==> src/shared/pin_mux_pkg.sv <==
package pin_mux_pkg;

	////////////////////////////////////////////////////////////////////////////
	// Configuration region and register map
	localparam logic [31:0] CFG_REGION_BASE = 32'h01b3f000;
	localparam int CFG_REGION_BYTES = 4096;
	localparam logic [31:0] CFG_REGION_MASK = 32'hfffff000;
	localparam logic [31:0] PERIPHERAL_CONFIG_ADDR = 32'h01b3f000;
	localparam logic [31:0] CONFIG_LOCK_ADDR = 32'h01b3f018;
	localparam logic [31:0] UNLOCK_KEY = 32'h10c0010c;

	////////////////////////////////////////////////////////////////////////////
	// Peripheral configuration fields
	localparam int PCFG_WIDTH = 7;
	localparam int BIT_VIDEO2 = 6;
	localparam int BIT_VIDEO1 = 5;
	localparam int BIT_VIDEO0 = 4;
	localparam int BIT_TWO_WIRE = 3;
	localparam int BIT_SERIAL1 = 2;
	localparam int BIT_SERIAL0 = 1;
	localparam int BIT_AUDIO = 0;
	localparam logic [6:0] PCFG_RESET = 7'h06;
	localparam logic [24:0] PCFG_RESERVED_VALUE = 25'h0000000;
	localparam logic [30:0] LOCK_RESERVED_VALUE = 31'h00000000;
	localparam logic LOCK_RESET = 1'b1;

	////////////////////////////////////////////////////////////////////////////
	// Shared pin groups
	localparam int LOWER_GROUP_MSB = 8;
	localparam int LOWER_GROUP_LSB = 2;
	localparam int LOWER_GROUP_WIDTH = LOWER_GROUP_MSB - LOWER_GROUP_LSB + 1;
	localparam int UPPER_GROUP_MSB = 19;
	localparam int UPPER_GROUP_LSB = 12;
	localparam int UPPER_GROUP_WIDTH = UPPER_GROUP_MSB - UPPER_GROUP_LSB + 1;

	////////////////////////////////////////////////////////////////////////////
	// Types
	typedef enum logic [1:0]
	{
		SEL_HOST = 2'b00,
		SEL_ETHERNET = 2'b01,
		SEL_PCI = 2'b10,
		SEL_RESERVED = 2'b11
	} periph_sel_t;

	typedef struct packed
	{
		logic video2_enable;
		logic video1_enable;
		logic video0_enable;
		logic two_wire_ctrl_enable;
		logic serial1_select;
		logic serial0_select;
		logic audio_port_select;
	} periph_cfg_t;

	typedef struct packed
	{
		periph_sel_t sel;
		logic host_width;
	} strap_t;

	typedef struct packed
	{
		logic req;
		logic write;
		logic [31:0] addr;
		logic [31:0] wdata;
	} cfg_req_t;

endpackage

==> src/design/peripheral_select_pin_mux.sv <==
`timescale 1ns/1ns
`default_nettype none

module peripheral_select_pin_mux
	import pin_mux_pkg::*;
(
	// Clock and reset
	input wire logic mclk,
	input wire logic reset_n,
	// Reset straps
	input wire logic pci_select_strap,
	input wire logic ethernet_select_strap,
	input wire logic host_width_strap,
	// Configuration bus
	input wire logic config_bus_req,
	input wire logic config_bus_write,
	input wire logic [31:0] config_bus_addr,
	input wire logic [31:0] config_bus_wdata,
	output logic config_bus_ack,
	output logic [31:0] config_bus_rdata,
	// Peripheral selection from straps
	output logic host_port_enable,
	output logic host_port_32bit,
	output logic ethernet_mac_enable,
	output logic pci_enable,
	// Peripheral enables from the configuration register, lock state from the lock register
	output logic video2_enable,
	output logic video1_enable,
	output logic video0_enable,
	output logic two_wire_ctrl_enable,
	output logic serial1_enable,
	output logic serial0_enable,
	output logic audio_port_enable,
	output logic lock_state_flag,
	// Video 0 lower pins shared with serial port 0
	input wire logic [LOWER_GROUP_WIDTH-1:0] video0_lower_out,
	input wire logic [LOWER_GROUP_WIDTH-1:0] video0_lower_oe,
	output logic [LOWER_GROUP_WIDTH-1:0] video0_lower_in,
	input wire logic [LOWER_GROUP_WIDTH-1:0] serial0_out,
	input wire logic [LOWER_GROUP_WIDTH-1:0] serial0_oe,
	output logic [LOWER_GROUP_WIDTH-1:0] serial0_in,
	input wire logic [LOWER_GROUP_WIDTH-1:0] pad0_lower_in,
	output logic [LOWER_GROUP_WIDTH-1:0] pad0_lower_out,
	output logic [LOWER_GROUP_WIDTH-1:0] pad0_lower_oe,
	// Video 1 lower pins shared with serial port 1
	input wire logic [LOWER_GROUP_WIDTH-1:0] video1_lower_out,
	input wire logic [LOWER_GROUP_WIDTH-1:0] video1_lower_oe,
	output logic [LOWER_GROUP_WIDTH-1:0] video1_lower_in,
	input wire logic [LOWER_GROUP_WIDTH-1:0] serial1_out,
	input wire logic [LOWER_GROUP_WIDTH-1:0] serial1_oe,
	output logic [LOWER_GROUP_WIDTH-1:0] serial1_in,
	input wire logic [LOWER_GROUP_WIDTH-1:0] pad1_lower_in,
	output logic [LOWER_GROUP_WIDTH-1:0] pad1_lower_out,
	output logic [LOWER_GROUP_WIDTH-1:0] pad1_lower_oe,
	// Video 0 upper pins shared with audio clocks, frames and mutes
	input wire logic [UPPER_GROUP_WIDTH-1:0] video0_upper_out,
	input wire logic [UPPER_GROUP_WIDTH-1:0] video0_upper_oe,
	output logic [UPPER_GROUP_WIDTH-1:0] video0_upper_in,
	input wire logic [UPPER_GROUP_WIDTH-1:0] audio_ctrl_out,
	input wire logic [UPPER_GROUP_WIDTH-1:0] audio_ctrl_oe,
	output logic [UPPER_GROUP_WIDTH-1:0] audio_ctrl_in,
	input wire logic [UPPER_GROUP_WIDTH-1:0] pad0_upper_in,
	output logic [UPPER_GROUP_WIDTH-1:0] pad0_upper_out,
	output logic [UPPER_GROUP_WIDTH-1:0] pad0_upper_oe,
	// Video 1 upper pins shared with audio data lines
	input wire logic [UPPER_GROUP_WIDTH-1:0] video1_upper_out,
	input wire logic [UPPER_GROUP_WIDTH-1:0] video1_upper_oe,
	output logic [UPPER_GROUP_WIDTH-1:0] video1_upper_in,
	input wire logic [UPPER_GROUP_WIDTH-1:0] audio_data_out,
	input wire logic [UPPER_GROUP_WIDTH-1:0] audio_data_oe,
	output logic [UPPER_GROUP_WIDTH-1:0] audio_data_in,
	input wire logic [UPPER_GROUP_WIDTH-1:0] pad1_upper_in,
	output logic [UPPER_GROUP_WIDTH-1:0] pad1_upper_out,
	output logic [UPPER_GROUP_WIDTH-1:0] pad1_upper_oe
);

	////////////////////////////////////////////////////////////////////////////
	// State
	strap_t strap;
	periph_cfg_t peripheral_config;
	logic locked;

	////////////////////////////////////////////////////////////////////////////
	// Bus decode
	cfg_req_t bus;
	assign bus = '{req: config_bus_req, write: config_bus_write,
		addr: config_bus_addr, wdata: config_bus_wdata};

	wire logic in_region = (bus.addr & CFG_REGION_MASK) == CFG_REGION_BASE;
	wire logic hit = bus.req && in_region;
	wire logic hit_pcfg = hit && bus.addr == PERIPHERAL_CONFIG_ADDR;
	wire logic hit_lock = hit && bus.addr == CONFIG_LOCK_ADDR;
	wire logic pcfg_write = hit_pcfg && bus.write;
	wire logic lock_write = hit_lock && bus.write;
	wire logic key_match = bus.wdata == UNLOCK_KEY;

	wire periph_cfg_t next_peripheral_config =
		(pcfg_write && !locked) ? periph_cfg_t'(bus.wdata[PCFG_WIDTH-1:0])
		: peripheral_config;
	wire logic next_locked = pcfg_write ? 1'b1
		: (lock_write ? !key_match : locked);

	wire logic [31:0] pcfg_word = {PCFG_RESERVED_VALUE, peripheral_config};
	wire logic [31:0] lock_word = {LOCK_RESERVED_VALUE, locked};
	wire logic [31:0] next_rdata = (hit && !bus.write)
		? (hit_pcfg ? pcfg_word : (hit_lock ? lock_word : 32'h00000000))
		: 32'h00000000;

	////////////////////////////////////////////////////////////////////////////
	// Strap capture while reset is held
	always_ff @(posedge mclk)
	begin
		if (!reset_n)
		begin
			strap <= '{sel: periph_sel_t'({pci_select_strap, ethernet_select_strap}),
				host_width: host_width_strap};
		end
	end

	////////////////////////////////////////////////////////////////////////////
	// Configuration and lock registers
	always_ff @(posedge mclk)
	begin
		if (!reset_n)
		begin
			peripheral_config <= periph_cfg_t'(PCFG_RESET);
			locked <= LOCK_RESET;
		end
		else
		begin
			peripheral_config <= next_peripheral_config;
			locked <= next_locked;
		end
	end

	////////////////////////////////////////////////////////////////////////////
	// Bus answer
	always_ff @(posedge mclk)
	begin
		if (!reset_n)
		begin
			config_bus_ack <= 1'b0;
			config_bus_rdata <= 32'h00000000;
		end
		else
		begin
			config_bus_ack <= hit;
			config_bus_rdata <= next_rdata;
		end
	end

	////////////////////////////////////////////////////////////////////////////
	// Peripheral selection decode from held straps
	logic next_host_enable;
	logic next_host_32;
	logic next_ethernet;
	logic next_pci;

	always_comb
	begin
		next_host_enable = 1'b0;
		next_host_32 = 1'b0;
		next_ethernet = 1'b0;
		next_pci = 1'b0;
		unique case (strap.sel)
			SEL_HOST:
			begin
				next_host_enable = 1'b1;
				next_host_32 = strap.host_width;
			end
			SEL_ETHERNET:
			begin
				next_ethernet = 1'b1;
				next_host_enable = !strap.host_width;
			end
			SEL_PCI:
			begin
				next_pci = 1'b1;
			end
			SEL_RESERVED:
			begin
				next_pci = 1'b0;
			end
		endcase
	end

	always_ff @(posedge mclk)
	begin
		if (!reset_n)
		begin
			host_port_enable <= 1'b0;
			host_port_32bit <= 1'b0;
			ethernet_mac_enable <= 1'b0;
			pci_enable <= 1'b0;
		end
		else
		begin
			host_port_enable <= next_host_enable;
			host_port_32bit <= next_host_32;
			ethernet_mac_enable <= next_ethernet;
			pci_enable <= next_pci;
		end
	end

	////////////////////////////////////////////////////////////////////////////
	// Enables straight from the configuration register, lock flag straight from the lock register
	assign video2_enable = peripheral_config.video2_enable;
	assign video1_enable = peripheral_config.video1_enable;
	assign video0_enable = peripheral_config.video0_enable;
	assign two_wire_ctrl_enable = peripheral_config.two_wire_ctrl_enable;
	assign serial1_enable = peripheral_config.serial1_select;
	assign serial0_enable = peripheral_config.serial0_select;
	assign audio_port_enable = peripheral_config.audio_port_select;
	assign lock_state_flag = locked;

	////////////////////////////////////////////////////////////////////////////
	// Shared pin groups
	shared_pin_group #(.WIDTH(LOWER_GROUP_WIDTH)) lower0_group
	(
		.mclk(mclk),
		.reset_n(reset_n),
		.alt_owns(peripheral_config.serial0_select),
		.primary_allowed(peripheral_config.video0_enable),
		.pri_out(video0_lower_out),
		.pri_oe(video0_lower_oe),
		.pri_in(video0_lower_in),
		.alt_out(serial0_out),
		.alt_oe(serial0_oe),
		.alt_in(serial0_in),
		.pad_in(pad0_lower_in),
		.pad_out(pad0_lower_out),
		.pad_oe(pad0_lower_oe)
	);

	shared_pin_group #(.WIDTH(LOWER_GROUP_WIDTH)) lower1_group
	(
		.mclk(mclk),
		.reset_n(reset_n),
		.alt_owns(peripheral_config.serial1_select),
		.primary_allowed(peripheral_config.video1_enable),
		.pri_out(video1_lower_out),
		.pri_oe(video1_lower_oe),
		.pri_in(video1_lower_in),
		.alt_out(serial1_out),
		.alt_oe(serial1_oe),
		.alt_in(serial1_in),
		.pad_in(pad1_lower_in),
		.pad_out(pad1_lower_out),
		.pad_oe(pad1_lower_oe)
	);

	shared_pin_group #(.WIDTH(UPPER_GROUP_WIDTH)) upper0_group
	(
		.mclk(mclk),
		.reset_n(reset_n),
		.alt_owns(peripheral_config.audio_port_select),
		.primary_allowed(peripheral_config.video0_enable),
		.pri_out(video0_upper_out),
		.pri_oe(video0_upper_oe),
		.pri_in(video0_upper_in),
		.alt_out(audio_ctrl_out),
		.alt_oe(audio_ctrl_oe),
		.alt_in(audio_ctrl_in),
		.pad_in(pad0_upper_in),
		.pad_out(pad0_upper_out),
		.pad_oe(pad0_upper_oe)
	);

	shared_pin_group #(.WIDTH(UPPER_GROUP_WIDTH)) upper1_group
	(
		.mclk(mclk),
		.reset_n(reset_n),
		.alt_owns(peripheral_config.audio_port_select),
		.primary_allowed(peripheral_config.video1_enable),
		.pri_out(video1_upper_out),
		.pri_oe(video1_upper_oe),
		.pri_in(video1_upper_in),
		.alt_out(audio_data_out),
		.alt_oe(audio_data_oe),
		.alt_in(audio_data_in),
		.pad_in(pad1_upper_in),
		.pad_out(pad1_upper_out),
		.pad_oe(pad1_upper_oe)
	);

	////////////////////////////////////////////////////////////////////////////
	// Checks
	chk_write_relocks: assert property (@(posedge mclk) disable iff (!reset_n)
		pcfg_write |=> locked ##1 (locked || $past(lock_write)))
		else $error("configuration write left the lock open");

	chk_locked_ignores: assert property (@(posedge mclk) disable iff (!reset_n)
		(pcfg_write && locked) |=> $stable(peripheral_config))
		else $error("locked configuration register changed");

	chk_key_unlocks: assert property (@(posedge mclk) disable iff (!reset_n)
		(lock_write && key_match) |=> (!locked && config_bus_ack))
		else $error("unlock key did not open the lock");

	chk_unlocked_takes: assert property (@(posedge mclk) disable iff (!reset_n)
		(pcfg_write && !locked) |=> peripheral_config == $past(bus.wdata[PCFG_WIDTH-1:0]))
		else $error("unlocked write not stored");

	chk_reserved_zero: assert property (@(posedge mclk) disable iff (!reset_n)
		(hit_pcfg && !bus.write) |=> (config_bus_ack && config_bus_rdata[31:PCFG_WIDTH] == '0))
		else $error("reserved configuration bits read nonzero");

	chk_region_ack: assert property (@(posedge mclk) disable iff (!reset_n)
		config_bus_req |=> (config_bus_ack == $past(in_region)))
		else $error("region decode answered wrongly");

	chk_reset_value: assert property (@(posedge mclk)
		!reset_n |=> (peripheral_config == PCFG_RESET && !audio_port_enable && locked))
		else $error("configuration reset value wrong");

	chk_strap_hold: assert property (@(posedge mclk) disable iff (!reset_n)
		$past(reset_n) |-> $stable(strap))
		else $error("straps changed after reset");

	chk_host_width: assert property (@(posedge mclk) disable iff (!reset_n)
		host_port_32bit |-> (strap.sel == SEL_HOST && strap.host_width && host_port_enable))
		else $error("host port 32-bit without matching straps");

	chk_ethernet_host: assert property (@(posedge mclk) disable iff (!reset_n)
		(ethernet_mac_enable && strap.host_width) |-> !host_port_enable)
		else $error("host port left on with ethernet and wide strap");

endmodule

`default_nettype wire

==> src/design/shared_pin_group.sv <==
`timescale 1ns/1ns
`default_nettype none

module shared_pin_group
	import pin_mux_pkg::*;
#(
	parameter int WIDTH = LOWER_GROUP_WIDTH
)
(
	// Clock and reset
	input wire logic mclk,
	input wire logic reset_n,
	// Ownership
	input wire logic alt_owns,
	input wire logic primary_allowed,
	// Primary function
	input wire logic [WIDTH-1:0] pri_out,
	input wire logic [WIDTH-1:0] pri_oe,
	output logic [WIDTH-1:0] pri_in,
	// Alternate function
	input wire logic [WIDTH-1:0] alt_out,
	input wire logic [WIDTH-1:0] alt_oe,
	output logic [WIDTH-1:0] alt_in,
	// Pads
	input wire logic [WIDTH-1:0] pad_in,
	output logic [WIDTH-1:0] pad_out,
	output logic [WIDTH-1:0] pad_oe
);

	if (WIDTH < 1)
	begin : g_bad_width
		$error("shared_pin_group: WIDTH must be at least 1");
	end

	////////////////////////////////////////////////////////////////////////////
	// Owner selection; a function not owning the group sees zeros
	wire logic pri_owns = !alt_owns && primary_allowed;
	wire logic [WIDTH-1:0] next_pad_out = alt_owns ? alt_out : (pri_owns ? pri_out : '0);
	wire logic [WIDTH-1:0] next_pad_oe = alt_owns ? alt_oe : (pri_owns ? pri_oe : '0);
	wire logic [WIDTH-1:0] next_pri_in = pri_owns ? pad_in : '0;
	wire logic [WIDTH-1:0] next_alt_in = alt_owns ? pad_in : '0;

	always_ff @(posedge mclk)
	begin
		if (!reset_n)
		begin
			pad_out <= '0;
			pad_oe <= '0;
			pri_in <= '0;
			alt_in <= '0;
		end
		else
		begin
			pad_out <= next_pad_out;
			pad_oe <= next_pad_oe;
			pri_in <= next_pri_in;
			alt_in <= next_alt_in;
		end
	end

	////////////////////////////////////////////////////////////////////////////
	// Checks
	chk_idle_group_quiet: assert property (@(posedge mclk) disable iff (!reset_n)
		(!alt_owns && !primary_allowed) |=> (pad_oe == '0 && pri_in == '0 && alt_in == '0))
		else $error("unowned pin group still active");

	chk_alt_owner_drives: assert property (@(posedge mclk) disable iff (!reset_n)
		(reset_n && alt_owns) |=>
		(pri_in == '0 && alt_in == $past(pad_in) && pad_oe == $past(alt_oe)))
		else $error("alternate owner not routed to pads");

endmodule

`default_nettype wire

==> config.mk <==
export PLATFORM = sky130hd
export DESIGN_NAME = peripheral_select_pin_mux
export DESIGN_NICKNAME = d
export VERILOG_FILES = /design/src/shared/pin_mux_pkg.sv /design/src/design/peripheral_select_pin_mux.sv /design/src/design/shared_pin_group.sv
export SDC_FILE = /design/constraint.sdc
export NUM_CORES = 1
export LEC_CHECK = 0
export BUFFER_PORTS_ARGS = -buffer_cell sky130_fd_sc_hd__buf_2
export CORE_AREA = 3 3 147 149
export DETAILED_ROUTE_END_ITERATION = 16
export DIE_AREA = 0 0 150 152
export PLACE_DENSITY = 0.63
export REMOVE_ABC_BUFFERS = 1
export SLEW_MARGIN = 30
export SYNTH_ARGS = -nofsm -noshare
export SYNTH_HDL_FRONTEND = slang
export SYNTH_HIERARCHICAL = 1
export SYNTH_SLANG_ARGS = --single-unit
==> constraint.sdc <==
create_clock -name mclk -period 2.71 [get_ports mclk]
set_input_delay 0.1355 -clock mclk [delete_from_list [all_inputs] [get_ports mclk]]
set_output_delay 0.1355 -clock mclk [all_outputs]
set_load 0.01 [all_outputs]
[After elaboration in Yosys (flattened, before gate mapping)]
Cells that the tools add are included.
Operators by class
  add/sub/neg operators: 0
  $mul: 0
  divide/modulo/power cells: 0
  order comparisons: 0
  eq/ne operators: 6
  shift operators: 0
  mux-type cells: 21
  bitwise operators: 2
  reduce and logical (&&, ||, !) cells: 30
Operators with widths (count)
  32-bit by 25-bit equality test with 1-bit output, second input constant: 2
  8-bit 2-to-1 mux: 8
  7-bit 2-to-1 mux: 9
  32-bit by 29-bit equality test with 1-bit output, second input constant: 1
  20-bit by 13-bit equality test with 1-bit output, second input constant: 1
  2-bit AND reduction: 9
  1-bit logical AND: 11
  1-bit zero test: 7
  1-bit 2-to-1 mux: 3
  3-bit OR reduction: 1
  2-bit by 1-bit equality test with 1-bit output, second input constant: 1
  2-bit equality test, second input constant: 1
  2-bit zero test: 1
  1-bit inverter: 2
  1-bit one-hot mux with 2 select lines: 1
  2-bit OR reduction: 1
Word-level totals
  register bits: 168
  latch bits: 0
  memory bits (writable): 0
  bits in read-only memories: 0
  input port bits: 221
  output and inout bits: 165
  memories: 0

[Longest topological paths before layout]
  depth in word-level cells: 5
  depth in mapped cells: 5

[Cells and area by module]
Netlist, hierarchy kept.
Modules (own cells, without submodules)
  shared_pin_group at upper0_group ...: instances 2, cells each 106, area each 1073.5 µm², sequential area each 640.6 µm²
  shared_pin_group at lower0_group ...: instances 2, cells each 93, area each 974.7 µm², sequential area each 560.5 µm²
  peripheral_select_pin_mux: instances 1, cells each 117, area each 1172.4 µm², sequential area each 490.5 µm²

[Least setup slack after synthesis]
No wires, ideal clock.
  path kind: input -> register
  from: input config_bus_addr[0]
  to: register peripheral_config (netlist bit serial0_enable)
  library setup time: 0.115 ns
  arrival: 1.408 ns
  slack: 1.187 ns
  cell stages on the path: 5
  path buffers: 0
  cells stage by stage: nor4_4 -> nand4_2 -> nor4_4 -> mux2i_1 -> nand2_1
On the way
  cells in the longest elaborated chain, start to end: 4
Ends and longest elaborated chain
  start: declaration: RTL line peripheral_select_pin_mux.sv:17  | input wire logic [31:0] config_bus_addr,
  32-bit by 25-bit equality test with 1-bit output: RTL line peripheral_select_pin_mux.sv:91  | wire logic hit_pcfg = hit && bus.addr == PERIPHERAL_CONFIG_ADDR;
  1-bit logical AND: RTL line peripheral_select_pin_mux.sv:91
  1-bit logical AND: RTL line peripheral_select_pin_mux.sv:93  | wire logic pcfg_write = hit_pcfg && bus.write;
  1-bit logical AND: RTL line peripheral_select_pin_mux.sv:98  | (pcfg_write && !locked) ? periph_cfg_t'(bus.wdata[PCFG_WIDTH-1:0])
  end signal: assignment: RTL line peripheral_select_pin_mux.sv:126  | peripheral_config <= periph_cfg_t'(PCFG_RESET);
  end signal: assignment: RTL line peripheral_select_pin_mux.sv:131  | peripheral_config <= next_peripheral_config;
  end: declaration: RTL line peripheral_select_pin_mux.sv:80  | periph_cfg_t peripheral_config;
Every way passes these cells.
A chain may end at the register's enable or synchronous reset.

[Worst setup path in the final report]
  from: register peripheral_config (netlist bit serial1_enable)
  to: register lower1_group.pad_oe[6]
On the way
  cells in the longest elaborated chain, start to end: 4
Ends and longest elaborated chain
  1-bit zero test: RTL line shared_pin_group.sv:37  | wire logic pri_owns = !alt_owns && primary_allowed;
  1-bit logical AND: RTL line shared_pin_group.sv:37
  7-bit 2-to-1 mux: RTL line shared_pin_group.sv:39  | wire logic [WIDTH-1:0] next_pad_oe = alt_owns ? alt_oe : (pri_owns ? pri_oe : '0);
  7-bit 2-to-1 mux (*): RTL line shared_pin_group.sv:39
  end signal: assignment: RTL line shared_pin_group.sv:55  | pad_oe <= next_pad_oe;
  end: declaration: RTL line shared_pin_group.sv:27  | output logic [WIDTH-1:0] pad_oe
Mark *: on every way between the ends. The rest lies on a longest branch, timed or not.

==> flow_summary.toml <==
[status]
status = "complete, no violations"

[routing]
drt_first_pass_iters = 4
routed-via-count = 5682
top_layer = "met5"
wl_met3_um = 1850
wl_met2_um = 10400
avgRoutedWirePerCell_um = 15.5
viasPerCell = 4.34
post-route-drc-count = 0
drt_iter0_drc = 227
final_antenna_net_count = 0
wl_met1_um = 7640
wl_um = 20300

[pwr]
p_per_area_nw_per_um2 = 539
power_leakage_nw = 4.83
peakVddDrop_mv = 0.365

[synthesis]
synth-async-reset-ratio_pct = 0
ys_types = 39
ys_top_cells_by_area = "dfxtp_1 53%, o21ai_2 7.3%, and3_1 7.2%, nand3_1 5.9%, nand2_1 4.6%"
seq_area_frac_synth_pct = 54.9
netlist_area_um2 = 5270
yosys_most_used_dff = "dfxtp_1"
synth_top_area_share_pct = 53.2
synth_edf_count = 3
netlist_instances = 515
ys_ff_latch = 143
synth.avg_cell_area_um2 = 10.2
synth_top_area_cell = "dfxtp_1"
yosys_warnings = 6

[sta]
finalHoldViolCount = 0
skew_ns = 0.00956
finalCritPeriodShare_pct = 71.7
hold_ws_ns = 0.0283
slew_violations = 0
slew-limit-headroom_pct = 53.5
setup_tns_ns = 0
clock.fmax_mhz = 515
period_needed_ns = 1.94
setup_viol = 0
tightest_slew_ns = 0.697
rsz0062_at_grt = "no"

[setup_path]
critPathTopFamily = "flip-flops"
setup.worst_path.start = "serial1_enable"
path_buf_inv = 1
start_kind = "register"
required_ns = 3.01
path_cells = "nand2b_4, o21ai_0, dlygate4sd3_1"
critical_path.endpoint = "lower1_group/pad_oe[6]"
worst_ep_arrival_time_ns = 2.24
slowest_stage = "dfxtp_1"
critPathMaxStageDelay_ns = 0.72
reg2reg_depth = 3
end_kind = "register"
worstSetupPathType = "register to register"
rrSetupSlack_ns = 0.77
r2r_end = "lower1_group/pad_oe[6]"
path_depth = 3
cp_max_fo = 14
rr_startpoint = "serial1_enable"

[clock_network]
cts.sinks = 143
cts.clk_slew.worst_paths_ns = 0.07
cts_resized = 0
cts_root_buffer = "clkbuf_16"
cts_buffer_depth = 2
htreeDepth = 4
numCtsBuffers = 17
clock_latency_ns = 0.41
post-cts-setup-buffers = 0
cts_tree = "done"

[die]
die_height_um = 152
rows = 52
die-area_um2 = 22800
die_x_um = 150
initial_core_util_pct = 26.0
core_area_um2 = 20300
ios = 386

[global_routing]
antenna_found_initial = 3
grt_pass1_wl_um = 30100
grt_max_degree = 185
track_usage_pct = 16.9
grt_pass1_vias = 5853
gr-total-overflow = 0

[hold_path]
hp-start = "config_bus_wdata[4]"
hold_class = "primary input to register"

[place]
place_congestion = 0.792
hpwl_um = 13400
port-buffer-count = 360

[final_layout]
drive_gt1_share_pct = 44.0
finalNetCount = 1247
area_growth_pct = 76.3

[job]
maxCapViolations = 0
==> metal layers <==
metal,vias to the layer above,track usage [%]
li1,2775,-
met1,2579,17.7
met2,288,30.5
met3,36,6.08
met4,4,6.71
met5,-,0
==> what timing repair did <==
action / CTS / global route
endpoints found under the hold margin: 128 / 0
hold buffers: 156 / 0
endpoints found under the setup margin: 0 / 0
==> through the flow <==
step	instance area, µm²	cells	total power (W)	worst slack [ns]	utilization [%]
after global routing	9290	1309	0.00521	0.662	45.7
after floorplan	4930	484	0.00232	0.964	-
after global placement	7140	1121	0.00257	0.882	35.2
final	9290	1310	0.00500	0.767	45.8
after detailed placement	7140	1121	0.00258	0.866	35.2
after CTS	9290	1309	0.00508	0.768	45.7
==> sequential cells by signal, indices dropped and copies added (netlist names), 3 cells and up <==
register	cells
config_bus_rdata	7
lower0_group/alt_in	7
lower0_group/pad_oe	7
lower0_group/pad_out	7
lower0_group/pri_in	7
lower1_group/alt_in	7
lower1_group/pad_oe	7
lower1_group/pad_out	7
lower1_group/pri_in	7
strap	3
upper0_group/alt_in	8
upper0_group/pad_oe	8
upper0_group/pad_out	8
upper0_group/pri_in	8
upper1_group/alt_in	8
upper1_group/pad_oe	8
upper1_group/pad_out	8
upper1_group/pri_in	8
==> logic make-up after synthesis <==
group / Yosys count / synth area share, %
AND/OR/NAND/NOR: 241 / 26.0
flip-flops: 143 / 54.9
AO/OA/AOI/OAI: 65 / 9.45
buffers and inverters: 58 / 8.29
multiplexers: 7 / 1.33
other: 1 / 0.0712
==> worst min-delay path by stage <==
| stage | endpoint | slack (ns) | depth (start not counted) |
|---|---|---|---|
| 5_1_grt | upper0_group/pad_oe[0] | 0.02 | 3 |
| 3_5_place_dp | strap[2] | 0.31 | 1 |
| 3_3_place_gp | strap[1] | 0.31 | 1 |
| 2_1_floorplan | serial0_enable | 0.20 | 1 |
| 4_1_cts | video0_enable | 0.004 | 3 |
| 6_report | video0_enable | 0.03 | 3 |
==> worst min-delay path: cells and delay by family <==
family        cells  cell delay, ns
simple gates      1            0.08
mux               1            0.07
buf+inv           1            0.11
==> synth_stat cells, types with 3 or more instances <==
cell / number
dfxtp_1: 140
nand2_1: 64
nand3_1: 62
and3_1: 61
o21ai_2: 44
buf_4: 31
o21ai_0: 17
buf_6: 12
nor2_1: 9
buf_2: 8
nor4_1: 8
mux2i_1: 7
and2_1: 6
nand2b_4: 4
nor2b_2: 4
edfxtp_1: 3
nand4_1: 3
nor4_4: 3
nor4bb_1: 3
==> layout by cell type, fill, tap and decap left out, drive strengths merged, types with 5 or more instances in the layout <==
master,instances
and2,6
and3,61
buf,367
clkbuf,18
conb,25
dfxtp,140
dlygate4sd3,156
inv,11
mux2i,7
nand2,64
nand2b,5
nand3,62
nor2,9
nor2b,5
nor4,12
o21ai,61
==> power by group <==
part | switching (W) | internal, W | leakage [nW]
registers | 0.0000120 | 0.00215 | 1.17
logic | 0.000224 | 0.000298 | 3.38
clock network | 0.000998 | 0.00132 | 0.283
total | 0.00123 | 0.00377 | 4.83
==> area by class of cell <==
class / instances / area (µm²)
Fill cell: 1886 / 11000
Timing Repair Buffer: 523 / 3430
Sequential cell: 143 / 2890
Multi-Input combinational cell: 338 / 2030
Clock buffer: 18 / 439
Tap cell: 270 / 338
Clock inverter: 14 / 144
Inverter: 3 / 11.3
Antenna cell: 1 / 2.50
Power figures use the tool's default switching activity.
